`src/shared/uga_params.svh`:
```
`ifndef UGA_PARAMS_SVH
`define UGA_PARAMS_SVH
// Timing in clock cycles at 40 MHz unless noted; EXTRA_PERIOD counts grants, the last four are counts
`define UGA_CLK_HZ            40000000
`define UGA_INTERVAL_US       10000
`define UGA_INTERVAL_CYC      ((`UGA_INTERVAL_US * (`UGA_CLK_HZ / 1000000)))
`define UGA_IDLE_US           40000
`define UGA_IDLE_CYC          ((`UGA_IDLE_US * (`UGA_CLK_HZ / 1000000)))
`define UGA_JITTER_CYC        2000
`define UGA_EXTRA_PERIOD      100
`define UGA_BURST_GRANTS      2
`define UGA_MAX_GPI           4
`define UGA_NUM_SUBFLOWS      4
`define UGA_QUEUE_HI          2
// Register offsets in the headend register window (APB, byte addresses)
`define UGA_REG_CTRL          12'h000
`define UGA_REG_STATUS        12'h004
`define UGA_REG_COUNT         12'h008
// Control field positions
`define UGA_CTRL_EN_BIT       0
`define UGA_CTRL_AD_BIT       1
`define UGA_CTRL_RESET        32'h00000003
`endif

```
`src/shared/uga_pkg.sv`:
```
package uga_pkg;
  typedef enum logic [1:0] {
    UGA_OP_NONE,
    UGA_OP_GRANT,
    UGA_OP_POLL
  } uga_op_t;
  typedef enum logic [1:0] {
    UGA_UP_NONE,
    UGA_UP_DATA,
    UGA_UP_REQ
  } uga_up_t;
endpackage

```
`src/shared/uga_link_if.sv`:
```
`timescale 1ns/1ps
interface uga_link_if;
  import uga_pkg::*;
  // Headend to modem opportunity
  logic        opp_valid;
  uga_op_t     opp_kind;
  // Modem to headend upstream answer in that opportunity
  logic        up_valid;
  uga_up_t     up_kind;
  logic [7:0]  up_active_grants;
  logic        up_queue_ind;
  modport modem (
    input  opp_valid,
    input  opp_kind,
    output up_valid,
    output up_kind,
    output up_active_grants,
    output up_queue_ind
  );
  modport headend (
    output opp_valid,
    output opp_kind,
    input  up_valid,
    input  up_kind,
    input  up_active_grants,
    input  up_queue_ind
  );
endinterface

```
`src/hw/uga_act_timer.sv`:
```
`timescale 1ns/1ps
`include "uga_params.svh"
module uga_act_timer #(
  parameter int IDLE_CYC = `UGA_IDLE_CYC
) (
  input  wire logic clock,
  input  wire logic nrst,
  input  wire logic pkt,
  output logic      active
);
  import uga_pkg::*;
  typedef struct packed {
    logic [31:0] cnt;
    logic        act;
  } uga_tmr_st_t;
  uga_tmr_st_t s_q;
  uga_tmr_st_t s_d;
  always_comb
  begin
    s_d = s_q;
    if (pkt)
    begin
      s_d.act = 1'b1;
      s_d.cnt = 32'(IDLE_CYC);
    end
    else if (s_q.cnt != 32'h0)
    begin
      s_d.cnt = s_q.cnt - 32'h1;
      if (s_q.cnt == 32'h1)
      begin
        s_d.act = 1'b0;
      end
    end
  end
  always_ff @(posedge clock)
  begin
    if (!nrst)
    begin
      s_q <= '0;
    end
    else
    begin
      s_q <= s_d;
    end
  end
  assign active = s_q.act;
endmodule

```
`src/hw/uga_modem.sv`:
```
`timescale 1ns/1ps
`include "uga_params.svh"
module uga_modem #(
  parameter int NUM_SUB  = `UGA_NUM_SUBFLOWS,
  parameter int MAX_GPI  = `UGA_MAX_GPI,
  parameter int IDLE_CYC = `UGA_IDLE_CYC,
  parameter int QUEUE_HI = `UGA_QUEUE_HI
) (
  input  wire logic         clock,
  input  wire logic         nrst,
  uga_link_if.modem         link,
  input  wire logic [NUM_SUB-1:0] sub_pkt,
  input  wire logic [7:0]   max_gpi,
  output logic [7:0]        needed_grants,
  output logic [7:0]        queue_depth,
  output logic              talking
);
  import uga_pkg::*;
  typedef struct packed {
    logic        talking;
    logic        zero_due;
    logic [7:0]  queue;
    logic        up_valid;
    uga_up_t     up_kind;
    logic [7:0]  up_active;
    logic        up_qi;
  } uga_modem_st_t;
  uga_modem_st_t s_q;
  uga_modem_st_t s_d;
  logic [NUM_SUB-1:0] sub_act;
  logic [7:0]         act_count;
  logic [7:0]         pkt_count;
  logic [7:0]         cap;
  logic [7:0]         req_count;
  genvar gi;
  generate
    for (gi = 0; gi < NUM_SUB; gi++)
    begin : g_tmr
      uga_act_timer #(
        .IDLE_CYC (IDLE_CYC)
      ) u_tmr (
        .clock  (clock),
        .nrst   (nrst),
        .pkt    (sub_pkt[gi]),
        .active (sub_act[gi])
      );
    end
  endgenerate
  always_comb
  begin
    act_count = 8'h0;
    pkt_count = 8'h0;
    for (int i = 0; i < NUM_SUB; i++)
    begin
      act_count = act_count + {7'h0, sub_act[i] | sub_pkt[i]};
      pkt_count = pkt_count + {7'h0, sub_pkt[i]};
    end
    // Clamp to the smaller of configured and built-in maximum
    cap = (max_gpi < 8'(MAX_GPI)) ? max_gpi : 8'(MAX_GPI);
    req_count = (act_count > cap) ? cap : act_count;
  end
  always_comb
  begin
    s_d = s_q;
    s_d.up_valid = 1'b0;
    s_d.up_kind = UGA_UP_NONE;
    // Pool of packets from all subflows; a data grant takes any one, the zero count grant clears it
    s_d.queue = s_q.queue + pkt_count;
    if (req_count != 8'h0)
    begin
      s_d.talking = 1'b1;
      s_d.zero_due = 1'b0;
    end
    else if (s_q.talking)
    begin
      s_d.talking = 1'b0;
      s_d.zero_due = 1'b1;
    end
    if (link.opp_valid)
    begin
      if (link.opp_kind == UGA_OP_GRANT)
      begin
        if (req_count != 8'h0)
        begin
          s_d.up_valid = 1'b1;
          s_d.up_kind = UGA_UP_DATA;
          s_d.up_active = req_count;
          if (s_d.queue != 8'h0)
          begin
            s_d.queue = s_d.queue - 8'h1;
          end
        end
        else if (s_q.zero_due)
        begin
          s_d.up_valid = 1'b1;
          s_d.up_kind = UGA_UP_DATA;
          s_d.up_active = 8'h0;
          s_d.zero_due = 1'b0;
          s_d.queue = 8'h0;
        end
      end
      else if (link.opp_kind == UGA_OP_POLL && req_count != 8'h0)
      begin
        s_d.up_valid = 1'b1;
        s_d.up_kind = UGA_UP_REQ;
        s_d.up_active = 8'h1;
      end
    end
    s_d.up_qi = (s_d.queue >= 8'(QUEUE_HI));
  end
  always_ff @(posedge clock)
  begin
    if (!nrst)
    begin
      s_q <= '{talking: 1'b0, zero_due: 1'b0, queue: 8'h0, up_valid: 1'b0,
               up_kind: UGA_UP_NONE, up_active: 8'h0, up_qi: 1'b0};
    end
    else
    begin
      s_q <= s_d;
    end
  end
  assign link.up_valid = s_q.up_valid;
  assign link.up_kind = s_q.up_kind;
  assign link.up_active_grants = s_q.up_active;
  assign link.up_queue_ind = s_q.up_qi;
  assign needed_grants = s_q.up_active;
  assign queue_depth = s_q.queue;
  assign talking = s_q.talking;
endmodule

```
`src/flat_wrapper.sv`:
```
// flat-port wrapper written by rule: the top's interface ports become plain ports
module uga_modem_flat import uga_pkg::*;
#(
  parameter int NUM_SUB  = `UGA_NUM_SUBFLOWS,
  parameter int MAX_GPI  = `UGA_MAX_GPI,
  parameter int IDLE_CYC = `UGA_IDLE_CYC,
  parameter int QUEUE_HI = `UGA_QUEUE_HI
)
  (clock, nrst, sub_pkt, max_gpi, needed_grants, queue_depth, talking, link_opp_valid, link_opp_kind, link_up_valid, link_up_kind, link_up_active_grants, link_up_queue_ind);
  uga_link_if link_i ();
  input  wire logic clock;
  input  wire logic nrst;
  input  wire logic [NUM_SUB-1:0] sub_pkt;
  input  wire logic [7:0] max_gpi;
  output logic [7:0] needed_grants;
  output logic [7:0] queue_depth;
  output logic talking;
  input wire logic [$bits(link_i.opp_valid)-1:0] link_opp_valid;
  input wire logic [$bits(link_i.opp_kind)-1:0] link_opp_kind;
  output wire logic [$bits(link_i.up_valid)-1:0] link_up_valid;
  output wire logic [$bits(link_i.up_kind)-1:0] link_up_kind;
  output wire logic [$bits(link_i.up_active_grants)-1:0] link_up_active_grants;
  output wire logic [$bits(link_i.up_queue_ind)-1:0] link_up_queue_ind;
  assign link_i.opp_valid = link_opp_valid;
  assign link_i.opp_kind = link_opp_kind;
  assign link_up_valid = link_i.up_valid;
  assign link_up_kind = link_i.up_kind;
  assign link_up_active_grants = link_i.up_active_grants;
  assign link_up_queue_ind = link_i.up_queue_ind;
  uga_modem #(.NUM_SUB(NUM_SUB), .MAX_GPI(MAX_GPI), .IDLE_CYC(IDLE_CYC), .QUEUE_HI(QUEUE_HI)) u_core (.clock(clock), .nrst(nrst), .link(link_i), .sub_pkt(sub_pkt), .max_gpi(max_gpi), .needed_grants(needed_grants), .queue_depth(queue_depth), .talking(talking));
endmodule
```
`config.mk`:
```
export PLATFORM = sky130hd
export DESIGN_NAME = uga_modem_flat
export DESIGN_NICKNAME = d
export VERILOG_FILES = /design/src/shared/uga_pkg.sv /design/src/shared/uga_link_if.sv /design/src/hw/uga_act_timer.sv /design/src/hw/uga_modem.sv /design/src/flat_wrapper.sv
export VERILOG_INCLUDE_DIRS = /design/src /design/src/shared
export SDC_FILE = /design/constraint.sdc
export NUM_CORES = 1
export LEC_CHECK = 0
export ABC_AREA = 1
export BUFFER_PORTS_ARGS = -buffer_cell sky130_fd_sc_hd__buf_2
export CAP_MARGIN = 20
export CORE_AREA = 2 2 136 138
export CTS_BUF_LIST = sky130_fd_sc_hd__clkbuf_16
export CTS_CLUSTER_DIAMETER = 30
export DETAILED_ROUTE_END_ITERATION = 8
export DIE_AREA = 0 0 138 140
export PLACE_DENSITY_LB_ADDON = 0.2
export RECOVER_POWER = 25
export SYNTH_ARGS = -nofsm -noshare
export SYNTH_HDL_FRONTEND = slang
export SYNTH_HIERARCHICAL = 1
export SYNTH_SLANG_ARGS = --single-unit
```
`constraint.sdc`:
```
create_clock -name clock -period 6.6 [get_ports clock]
set_clock_uncertainty 0.05 [all_clocks]
set_input_delay 1.32 -clock clock [delete_from_list [all_inputs] [get_ports clock]]
set_output_delay 1.32 -clock clock [all_outputs]
set_load 0.1 [all_outputs]
```
==> run_results.csv, run 1 <==
group,metric,value,unit
grt,antenna_found_initial,0,
clock_network,numCtsBuffers,17,
floorplan,floorplan.die.width,138,um
setup_path,critPathMaxFanout,14,
place,place_inst,1766,
synth,synthCells,1542,
setup_path,critical_path.max_stage_delay,560,ps
detailed_routing,vias_per_cell,5.09,
clock_network,post_cts_resized,0,
floorplan,fp.dieH,140,um
synth,syn_avg_cell_area,6.27,um^2
synth,ys_seq_area_frac,0.319,
clock_network,clk_pin_slew,60,ps
synth,ys_ff_latch,154,
sta,drv_slew,0,
setup_path,crit_chain,"buf_2 -> nor2_1 -> fa_1 -> inv_1 -> ha_1 -> ha_1 -> ha_1 -> nand3_1 -> inv_1 -> nor2_2 -> nand2_1 -> nand2_2 -> nand3_4 -> o21ai_4 -> nand2_4 -> o21ai_0 -> a31oi_1",
place,io_buffers,45,
clock_network,cts_tree,"built",
run,drv_cap,0,
clock_network,cts_hold_buf,0,
floorplan,die_area,19300,um^2
floorplan,pin_count,46,
sta,finalHoldViolations,0,
sta,period_minus_slack,4170,ps
finish,finalCoreUtilization,0.589,
power_and_ir_drop,finalPower,3.18,mW
setup_path,required,6860,ps
sta,rsz0062_at_grt,"no",
synth,syn_nets,1583,
finish,area_growth,8.28,%
sta,worst_slew_pin_slew,1080,ps
synth,synth_top_area_frac,0.319,
clock_network,cts_sinks,154,
synth,yosys_warnings,6,
grt,grt_max_degree,30,
sta,slew_headroom,0.278,
clock_network,cts_root_buf,"clkbuf_16",
setup_path,crit_slowest_cell,"fa_1",
grt,grt_usage,0.241,
power_and_ir_drop,peakVddDrop,204,uV
sta,fmaxAchievable,0.240,GHz
grt,grt_overflow_total,0,
finish,drive_above_1_share,0.109,
sta,fin_tns_setup,0,ps
finish,nets,1600,
place,dpl.hpwl,17400,um
detailed_routing,first_iter_violations,554,
status,outcome,"finished, final reports clean",
grt,grt_pass1_wl,38600,um
clock_network,postCtsSetupBuffers,0,
setup_path,cp-end-kind,"register",
finish,antenna_cells,0,
floorplan,initial_utilization,0.544,
detailed_routing,remaining_drc_errors,0,
detailed_routing,wl,23300,um
place,gp_congestion,0.946,
setup_path,crit_type,"primary input to register",
clock_network,clk_latency,430,ps
power_and_ir_drop,power_density,303,nW/um^2
grt,first_global_vias,8357,
clock_network,htree_levels,4,
finish,final_cells,1801,
sta,finalCritPeriodShare,0.632,
setup_path,cp_common_cell,"ha_1",
setup_path,cp-start-kind,"primary input",
synth,synth_area_leader_cell,"dfxtp_1",
sta,setup_viol,0,
detailed_routing,final_antenna_net_count,0,
power_and_ir_drop,p_leak,5.10,nW
synth,synthTopCellsByArea,"dfxtp_1, nand2_1, nor2_1",
detailed_routing,firstDrtPassIters,5,
sta,whs,425,ps
floorplan,num_rows,49,
floorplan,core,17800,um^2
detailed_routing,avgRoutedWirePerCell,12.9,um
synth,synth_cell_types,36,
setup_path,cp.arrival,4430,ps
clock_network,clock_path_buffers,2,
min_path,hold_path.class,"register to register",
synth,synth_area,9670,um^2
detailed_routing,vias,9168,
==> layout by cell type, fill, tap and decap left out, types with 8 or more instances in the layout <==
cell type	count
a211oi_1	8
a21oi_1	46
buf_2	44
clkbuf_16	17
clkinv_1	11
dfxtp_1	154
ha_1	20
inv_1	134
inv_2	17
nand2_1	447
nand2_2	30
nand3_1	112
nand4_1	11
nor2_1	326
nor2_2	26
nor2_4	9
nor3_1	8
o21ai_0	41
xnor2_1	48
xor2_1	10
==> power by group <==
part / internal [mW] / switching, mW
Sequential: 1.00 / 0.0789
Combinational: 0.338 / 0.780
Clock: 0.587 / 0.392
==> cell families after synthesis <==
kind of cell	count (synthesis)	share of synthesized area
xor gates and xnor gates	58	0.0525
adders and majority gates	24	0.0342
DFF	154	0.319
AOI/OAI and AO/OA	105	0.0603
buffers and inverters	210	0.101
and+or+nand+nor	991	0.434
==> critical path: cells and delay by family <==
kind                       cells  cell delay (ps)
adders and majority gates      4             1370
buffers and inverters          3              260
and+or+nand+nor                7              800
AOI/OAI and AO/OA              3              670
==> per-stage QoR <==
stage               area, um^2  setup WS (ps)
finish                   10500           2430
floorplan                 9670           2560
CTS                      10400           2460
global placement          9820           2130
global route             10500           2150
detailed placement        9820           2030
==> state kept, by name (all words and copies together), names as in the netlist <==
| signal | cells |
|---|---|
| u_core/link.up_queue_ind | 1 |
| u_core/g_tmr.u_tmr/active | 4 |
| u_core/link.up_active_grants | 8 |
| u_core/s_q | 1 |
| u_core/link.up_kind | 2 |
| u_core/g_tmr.u_tmr/s_q | 128 |
| u_core/link.up_valid | 1 |
| u_core/talking | 1 |
| u_core/queue_depth | 8 |
==> metal layers <==
layer / routed length (um) / global-route usage
met5: 0 / 0
met4: 506 / 0.0908
met3: 865 / 0.0386
met2: 11000 / 0.408
met1: 11000 / 0.309
==> path summary, 6_finish.rpt <==
check	from	to	slack, ps	cells after the start
worst max register to register	u_core/g_tmr[1].u_tmr/active	u_core/link.up_active_grants[0]	3100	16
worst min register to register	u_core/link.up_active_grants[7]	u_core/link.up_active_grants[7]	430	2
worst min-delay path	u_core/link.up_active_grants[7]	u_core/link.up_active_grants[7]	430	2
worst max-delay path	sub_pkt[0]	u_core/link.up_active_grants[0]	2430	17
==> layout make-up <==
class	instances	area, um^2
inverter	160	611
clock buffer	17	425
sequential	154	3080
timing repair buffer	48	294
tap	229	287
clock inverter	15	156
fill	1774	7310
multi-input combinational	1178	5620
==> Yosys cell counts, drive strengths merged <==
| cell type | n |
|---|---|
| nand2 | 478 |
| nor2 | 361 |
| inv | 156 |
| dfxtp | 154 |
| nand3 | 114 |
| a21oi | 50 |
| xnor2 | 48 |
| o21ai | 42 |
| buf | 40 |
| ha | 20 |
| nand4 | 11 |
| clkbuf | 10 |
| xor2 | 10 |
| a211oi | 8 |
| nor3 | 8 |
| nand3b | 7 |
| or2 | 7 |
| clkinv | 4 |
| fa | 4 |
| nor3b | 4 |
| o21bai | 4 |
| a31oi | 1 |
| and2 | 1 |
No activity file was read; power rests on OpenSTA's default activity.
==> run 2: changes to the inputs <==
==> constraint.sdc (replaced) <==
create_clock -name clock -period 4.1 [get_ports clock]
set_clock_uncertainty 0.05 [all_clocks]
set_input_delay 0.82 -clock clock [delete_from_list [all_inputs] [get_ports clock]]
set_output_delay 0.82 -clock clock [all_outputs]
set_load 0.1 [all_outputs]
==> run_results.csv, run 2 (synthesis gave the netlist of run 1 again) <==
group,metric,value,unit
clock_network,postCtsSetupBuffers,0,
floorplan,core,17800,um^2
clock_network,clock_path_buffers,2,
clock_network,cts_tree,"built",
sta,finalHoldViolations,0,
grt,antenna_found_initial,0,
sta,worst_slew_pin_slew,1060,ps
min_path,hold_path.class,"register to register",
sta,finalCritPeriodShare,0.899,
setup_path,critPathMaxFanout,14,
sta,fin_tns_setup,0,ps
setup_path,r2r_cells,19,
setup_path,cp.arrival,4000,ps
power_and_ir_drop,power_density,479,nW/um^2
detailed_routing,wl,23300,um
power_and_ir_drop,peakVddDrop,350,uV
finish,mostFrequentLayoutCells,"nand2_1, nor2_1, dfxtp_1, inv_1, nand3_1",
setup_path,r2r-start,"u_core/g_tmr[0].u_tmr/active",
setup_path,cp-start-kind,"primary input",
detailed_routing,first_iter_violations,666,
clock_network,clk_latency,430,ps
setup_path,crit_slowest_cell,"fa_1",
clock_network,htree_levels,4,
floorplan,initial_utilization,0.544,
run,drv_cap,0,
setup_path,crit_chain,"buf_2 -> nor2_1 -> fa_1 -> inv_1 -> ha_1 -> ha_1 -> ha_1 -> nand3_1 -> inv_1 -> nor2_2 -> nand2_1 -> nand2_2 -> nand3_4 -> o21ai_4 -> nand2_1 -> nand2_1 -> nor2_1 -> nand2_1 -> nor2_1 -> nor2_1",
detailed_routing,avgRoutedWirePerCell,12.9,um
setup_path,r2r_slack,640,ps
floorplan,pin_count,46,
finish,drive_above_1_share,0.105,
sta,drv_slew,0,
sta,period_minus_slack,3690,ps
finish,finalCoreUtilization,0.583,
floorplan,die_area,19300,um^2
sta,setup_viol,0,
clock_network,clk_pin_slew,60,ps
setup_path,critical_path.max_stage_delay,550,ps
finish,fillers,1804,
min_path,min_path_cells,2,
grt,first_global_vias,8333,
finish,antenna_cells,0,
finish,final_common_cell,"nand2_1",
clock_network,cts_hold_buf,0,
setup_path,rr_endpoint,"u_core/link.up_queue_ind",
grt,grt_max_degree,30,
detailed_routing,remaining_drc_errors,0,
detailed_routing,firstDrtPassIters,8,
finish,nets,1600,
finish,largest_reg_flops,128,
floorplan,fp.dieH,140,um
min_path,hp-start,"u_core/link.up_active_grants[7]",
sta,slew_headroom,0.290,
finish,area_growth,7.25,%
detailed_routing,vias,9124,
power_and_ir_drop,p_leak,5.04,nW
clock_network,cts_sinks,154,
clock_network,post_cts_resized,0,
setup_path,crit_type,"primary input to register",
sta,whs,422,ps
detailed_routing,final_antenna_net_count,0,
place,dpl.hpwl,17600,um
clock_network,cts_root_buf,"clkbuf_16",
min_path,hold_end,"u_core/link.up_active_grants[7]",
detailed_routing,vias_per_cell,5.07,
setup_path,required,4410,ps
sta,fmaxAchievable,0.271,GHz
place,io_buffers,45,
clock_network,numCtsBuffers,17,
grt,grt_pass1_wl,38900,um
floorplan,floorplan.die.width,138,um
sta,rsz0062_at_grt,"no",
grt,grt_overflow_total,0,
sta,layout_setup_ws,415,ps
grt,grt_usage,0.241,
floorplan,num_rows,49,
place,pre_cts_slack,7.18,ps
setup_path,cp-end-kind,"register",
status,outcome,"finished, final reports clean",
place,gp_congestion,0.971,
finish,largest_register,"u_core/g_tmr.u_tmr/s_q",
-- run 2: worst max-delay path: cells and delay by family --
kind / cells / cell delay [ps]
AOI/OAI and AO/OA: 1 / 400
adders and majority gates: 4 / 1360
and+or+nand+nor: 12 / 1170
buffers and inverters: 3 / 260
-- run 2: final cells by class --
type | instances | area, um^2 | share of cell area
clock inverters | 14 | 93.8 | 0.00905
inverters | 160 | 609 | 0.0588
flip-flops and latches | 154 | 3080 | 0.297
multi-input cells | 1178 | 5620 | 0.541
repair buffers | 48 | 258 | 0.0249
clock buffers | 17 | 425 | 0.0410
well taps | 229 | 287 | 0.0276
-- run 2: worst max-delay path by stage --
| stage | startpoint | endpoint | slack (ps) | depth (start not counted) |
|---|---|---|---|---|
| after detailed placement | sub_pkt[0] | u_core/link.up_queue_ind | 7 | 20 |
| after CTS | sub_pkt[0] | u_core/link.up_active_grants[0] | 430 | 17 |
| final | sub_pkt[0] | u_core/link.up_queue_ind | 410 | 20 |
| after floorplan | sub_pkt[0] | u_core/link.up_active_grants[0] | 560 | 17 |
| after global routing | sub_pkt[0] | u_core/link.up_active_grants[0] | 110 | 17 |
| after global placement | sub_pkt[0] | u_core/link.up_queue_ind | 120 | 20 |
-- run 2: power by group --
part / internal, mW / switching [mW]
logic: 0.542 / 1.27
clock network: 0.810 / 0.608
registers: 1.61 / 0.126
total: 2.96 / 2.00
-- run 2: stage by stage --
stage               total power, mW  cells  cell area [um^2]
global placement               3.53   1766              9820
global route                   5.30   1800             10400
detailed placement             3.55   1766              9820
CTS                            4.98   1797             10300
finish                         4.96   1800             10400
floorplan                      3.25   1542              9670
-- run 2: routing by layer --
metal  GRT usage  vias up  routed length [um]
met3      0.0349       33                 786
met2       0.412      183               11000
met1       0.314     4105               11100
li1            -     4803                   -
met4      0.0816        0                 440
met5           0        -                   0
==> run 3: changes to the inputs <==
--- a/config.mk
+++ b/config.mk
@@ -9,12 +9,12 @@
 export ABC_AREA = 1
 export BUFFER_PORTS_ARGS = -buffer_cell sky130_fd_sc_hd__buf_2
 export CAP_MARGIN = 20
-export CORE_AREA = 2 2 136 138
+export CORE_AREA = 2 2 104 181
 export CTS_BUF_LIST = sky130_fd_sc_hd__clkbuf_16
 export CTS_CLUSTER_DIAMETER = 30
 export DETAILED_ROUTE_END_ITERATION = 8
-export DIE_AREA = 0 0 138 140
-export PLACE_DENSITY_LB_ADDON = 0.2
+export DIE_AREA = 0 0 106 183
+export PLACE_DENSITY = 0.71
 export RECOVER_POWER = 25
 export SYNTH_ARGS = -nofsm -noshare
 export SYNTH_HDL_FRONTEND = slang
==> run_results.csv, run 3 (synthesis gave the netlist of run 1 again) <==
group,metric,value,unit
sta,worst_slew_pin_slew,1370,ps
detailed_routing,vias,9325,
run,drv_cap,0,
setup_path,r2r_slack,600,ps
detailed_routing,avgRoutedWirePerCell,13.8,um
place,dpl.hpwl,19200,um
detailed_routing,wl_met3,730,um
setup_path,critPathMaxFanout,14,
detailed_routing,firstDrtPassIters,6,
clock_network,clock_path_buffers,2,
setup_path,crit_type,"primary input to register",
finish,fin_area,10500,um^2
power_and_ir_drop,peakVddDrop,436,uV
setup_path,cp-start-kind,"primary input",
detailed_routing,dr.max_layer_used,"met4",
sta,layout_setup_ws,446,ps
setup_path,critical_path.max_stage_delay,530,ps
grt,grt_max_degree,30,
floorplan,initial_utilization,0.538,
detailed_routing,first_iter_violations,468,
clock_network,cts_tree,"built",
min_path,min_path_cells,2,
sta,period_minus_slack,3650,ps
clock_network,numCtsBuffers,17,
power_and_ir_drop,p_leak,5.06,nW
finish,largest_reg_flops,128,
sta,finalCritPeriodShare,0.891,
finish,area_growth,8.20,%
min_path,hold_end,"u_core/link.up_active_grants[5]",
detailed_routing,vias_per_cell,5.16,
clock_network,htree_levels,4,
setup_path,r2r-start,"u_core/g_tmr[0].u_tmr/active",
setup_path,crit_chain,"buf_2 -> nor2_1 -> fa_1 -> inv_1 -> ha_1 -> ha_1 -> ha_1 -> nand3_1 -> inv_1 -> nor2_2 -> nand2_1 -> nand2_2 -> nand3_4 -> o21ai_4 -> nand2_1 -> nand2_1 -> nor2_1 -> nand2_1 -> nor2_1 -> nor2_1",
setup_path,crit_slowest_cell,"fa_1",
clock_network,postCtsSetupBuffers,0,
finish,drive_above_1_share,0.108,
place,place_inst,1772,
clock_network,post_cts_resized,0,
place,io_buffers,45,
clock_network,cts_root_buf,"clkbuf_16",
sta,rsz0062_at_grt,"no",
setup_path,r2r_cells,19,
sta,fin_tns_setup,0,ps
grt,first_global_vias,9136,
clock_network,clk_latency,430,ps
grt,antenna_found_initial,0,
floorplan,num_rows,65,
floorplan,floorplan.die.width,106,um
finish,antenna_cells,0,
grt,grt_pass1_wl,41100,um
status,outcome,"finished, final reports clean",
sta,fmaxAchievable,0.274,GHz
finish,final_common_cell,"nand2_1",
finish,final_cells,1807,
setup_path,cp.arrival,3970,ps
detailed_routing,wl,24900,um
floorplan,die_area,19400,um^2
sta,setup_viol,0,
grt,grt_usage,0.265,
clock_network,clk_pin_slew,60,ps
floorplan,pin_count,46,
power_and_ir_drop,power_density,497,nW/um^2
clock_network,cts_hold_buf,0,
min_path,hp-start,"u_core/link.up_active_grants[5]",
detailed_routing,remaining_drc_errors,0,
min_path,hold_path.class,"register to register",
sta,slew_headroom,0.0900,
place,pre_cts_slack,33.1,ps
finish,nets,1602,
clock_network,cts_sinks,154,
detailed_routing,drt-met1-wl,9070,um
sta,finalHoldViolations,0,
detailed_routing,route.met2.wl,13500,um
sta,drv_slew,0,
setup_path,required,4410,ps
grt,grt_overflow_total,0,
finish,largest_register,"u_core/g_tmr.u_tmr/s_q",
floorplan,core,18000,um^2
detailed_routing,final_antenna_net_count,0,
place,gp_congestion,0.973,
finish,mostFrequentLayoutCells,"nand2_1, nor2_1, dfxtp_1, inv_1, nand3_1",
place,placedInstanceArea,9830,um^2
setup_path,rr_endpoint,"u_core/link.up_queue_ind",
setup_path,cp-end-kind,"register",
floorplan,fp.dieH,183,um
[run 3: worst max-delay path: cells and delay by family]
kind            cells  cell delay [ps]
buf+inv             3              260
simple gates       12             1150
fa+ha+maj           4             1350
compound gates      1              390
[run 3: final cells by class]
class                   count  area [um^2]
clock buffers              17          425
fillers                  1840         7510
flip-flops and latches    154         3080
well taps                 234          293
multi-input cells        1178         5620
inverters                 160          609
clock inverters            14          180
repair buffers             50          258
[run 3: per-layer routing]
| layer | track usage | vias to the layer above |
|---|---|---|
| li1 | - | 4804 |
| met1 | 0.258 | 4189 |
| met2 | 0.507 | 227 |
| met3 | 0.0391 | 105 |
| met4 | 0.179 | 0 |
| met5 | 0 | - |
[run 3: how the worst max path moves through the flow]
stage                     startpoint                               to  slack [ps]  depth (start not counted)
after CTS                 sub_pkt[0]         u_core/link.up_queue_ind         470                         20
after global placement    sub_pkt[0]         u_core/link.up_queue_ind         100                         20
after floorplan           sub_pkt[0]  u_core/link.up_active_grants[0]         560                         17
final                     sub_pkt[0]         u_core/link.up_queue_ind         450                         20
after global routing      sub_pkt[0]         u_core/link.up_queue_ind         170                         20
after detailed placement  sub_pkt[0]         u_core/link.up_queue_ind          30                         20
[run 3: report_power, final]
| part | leakage (nW) | internal (mW) | switching (mW) |
|---|---|---|---|
| sequential | 1.26 | 1.61 | 0.133 |
| clock | 0.283 | 1.01 | 0.622 |
| combinational | 3.52 | 0.542 | 1.29 |
[run 3: through the flow]
stage | hold WS, ps | utilization | power, mW
CTS | 401 | 0.581 | 5.23
global route | 424 | 0.582 | 5.53
finish | 398 | 0.582 | 5.20
detailed placement | 393 | 0.547 | 3.58
global placement | 390 | 0.547 | 3.56
floorplan | 379 | - | 3.25
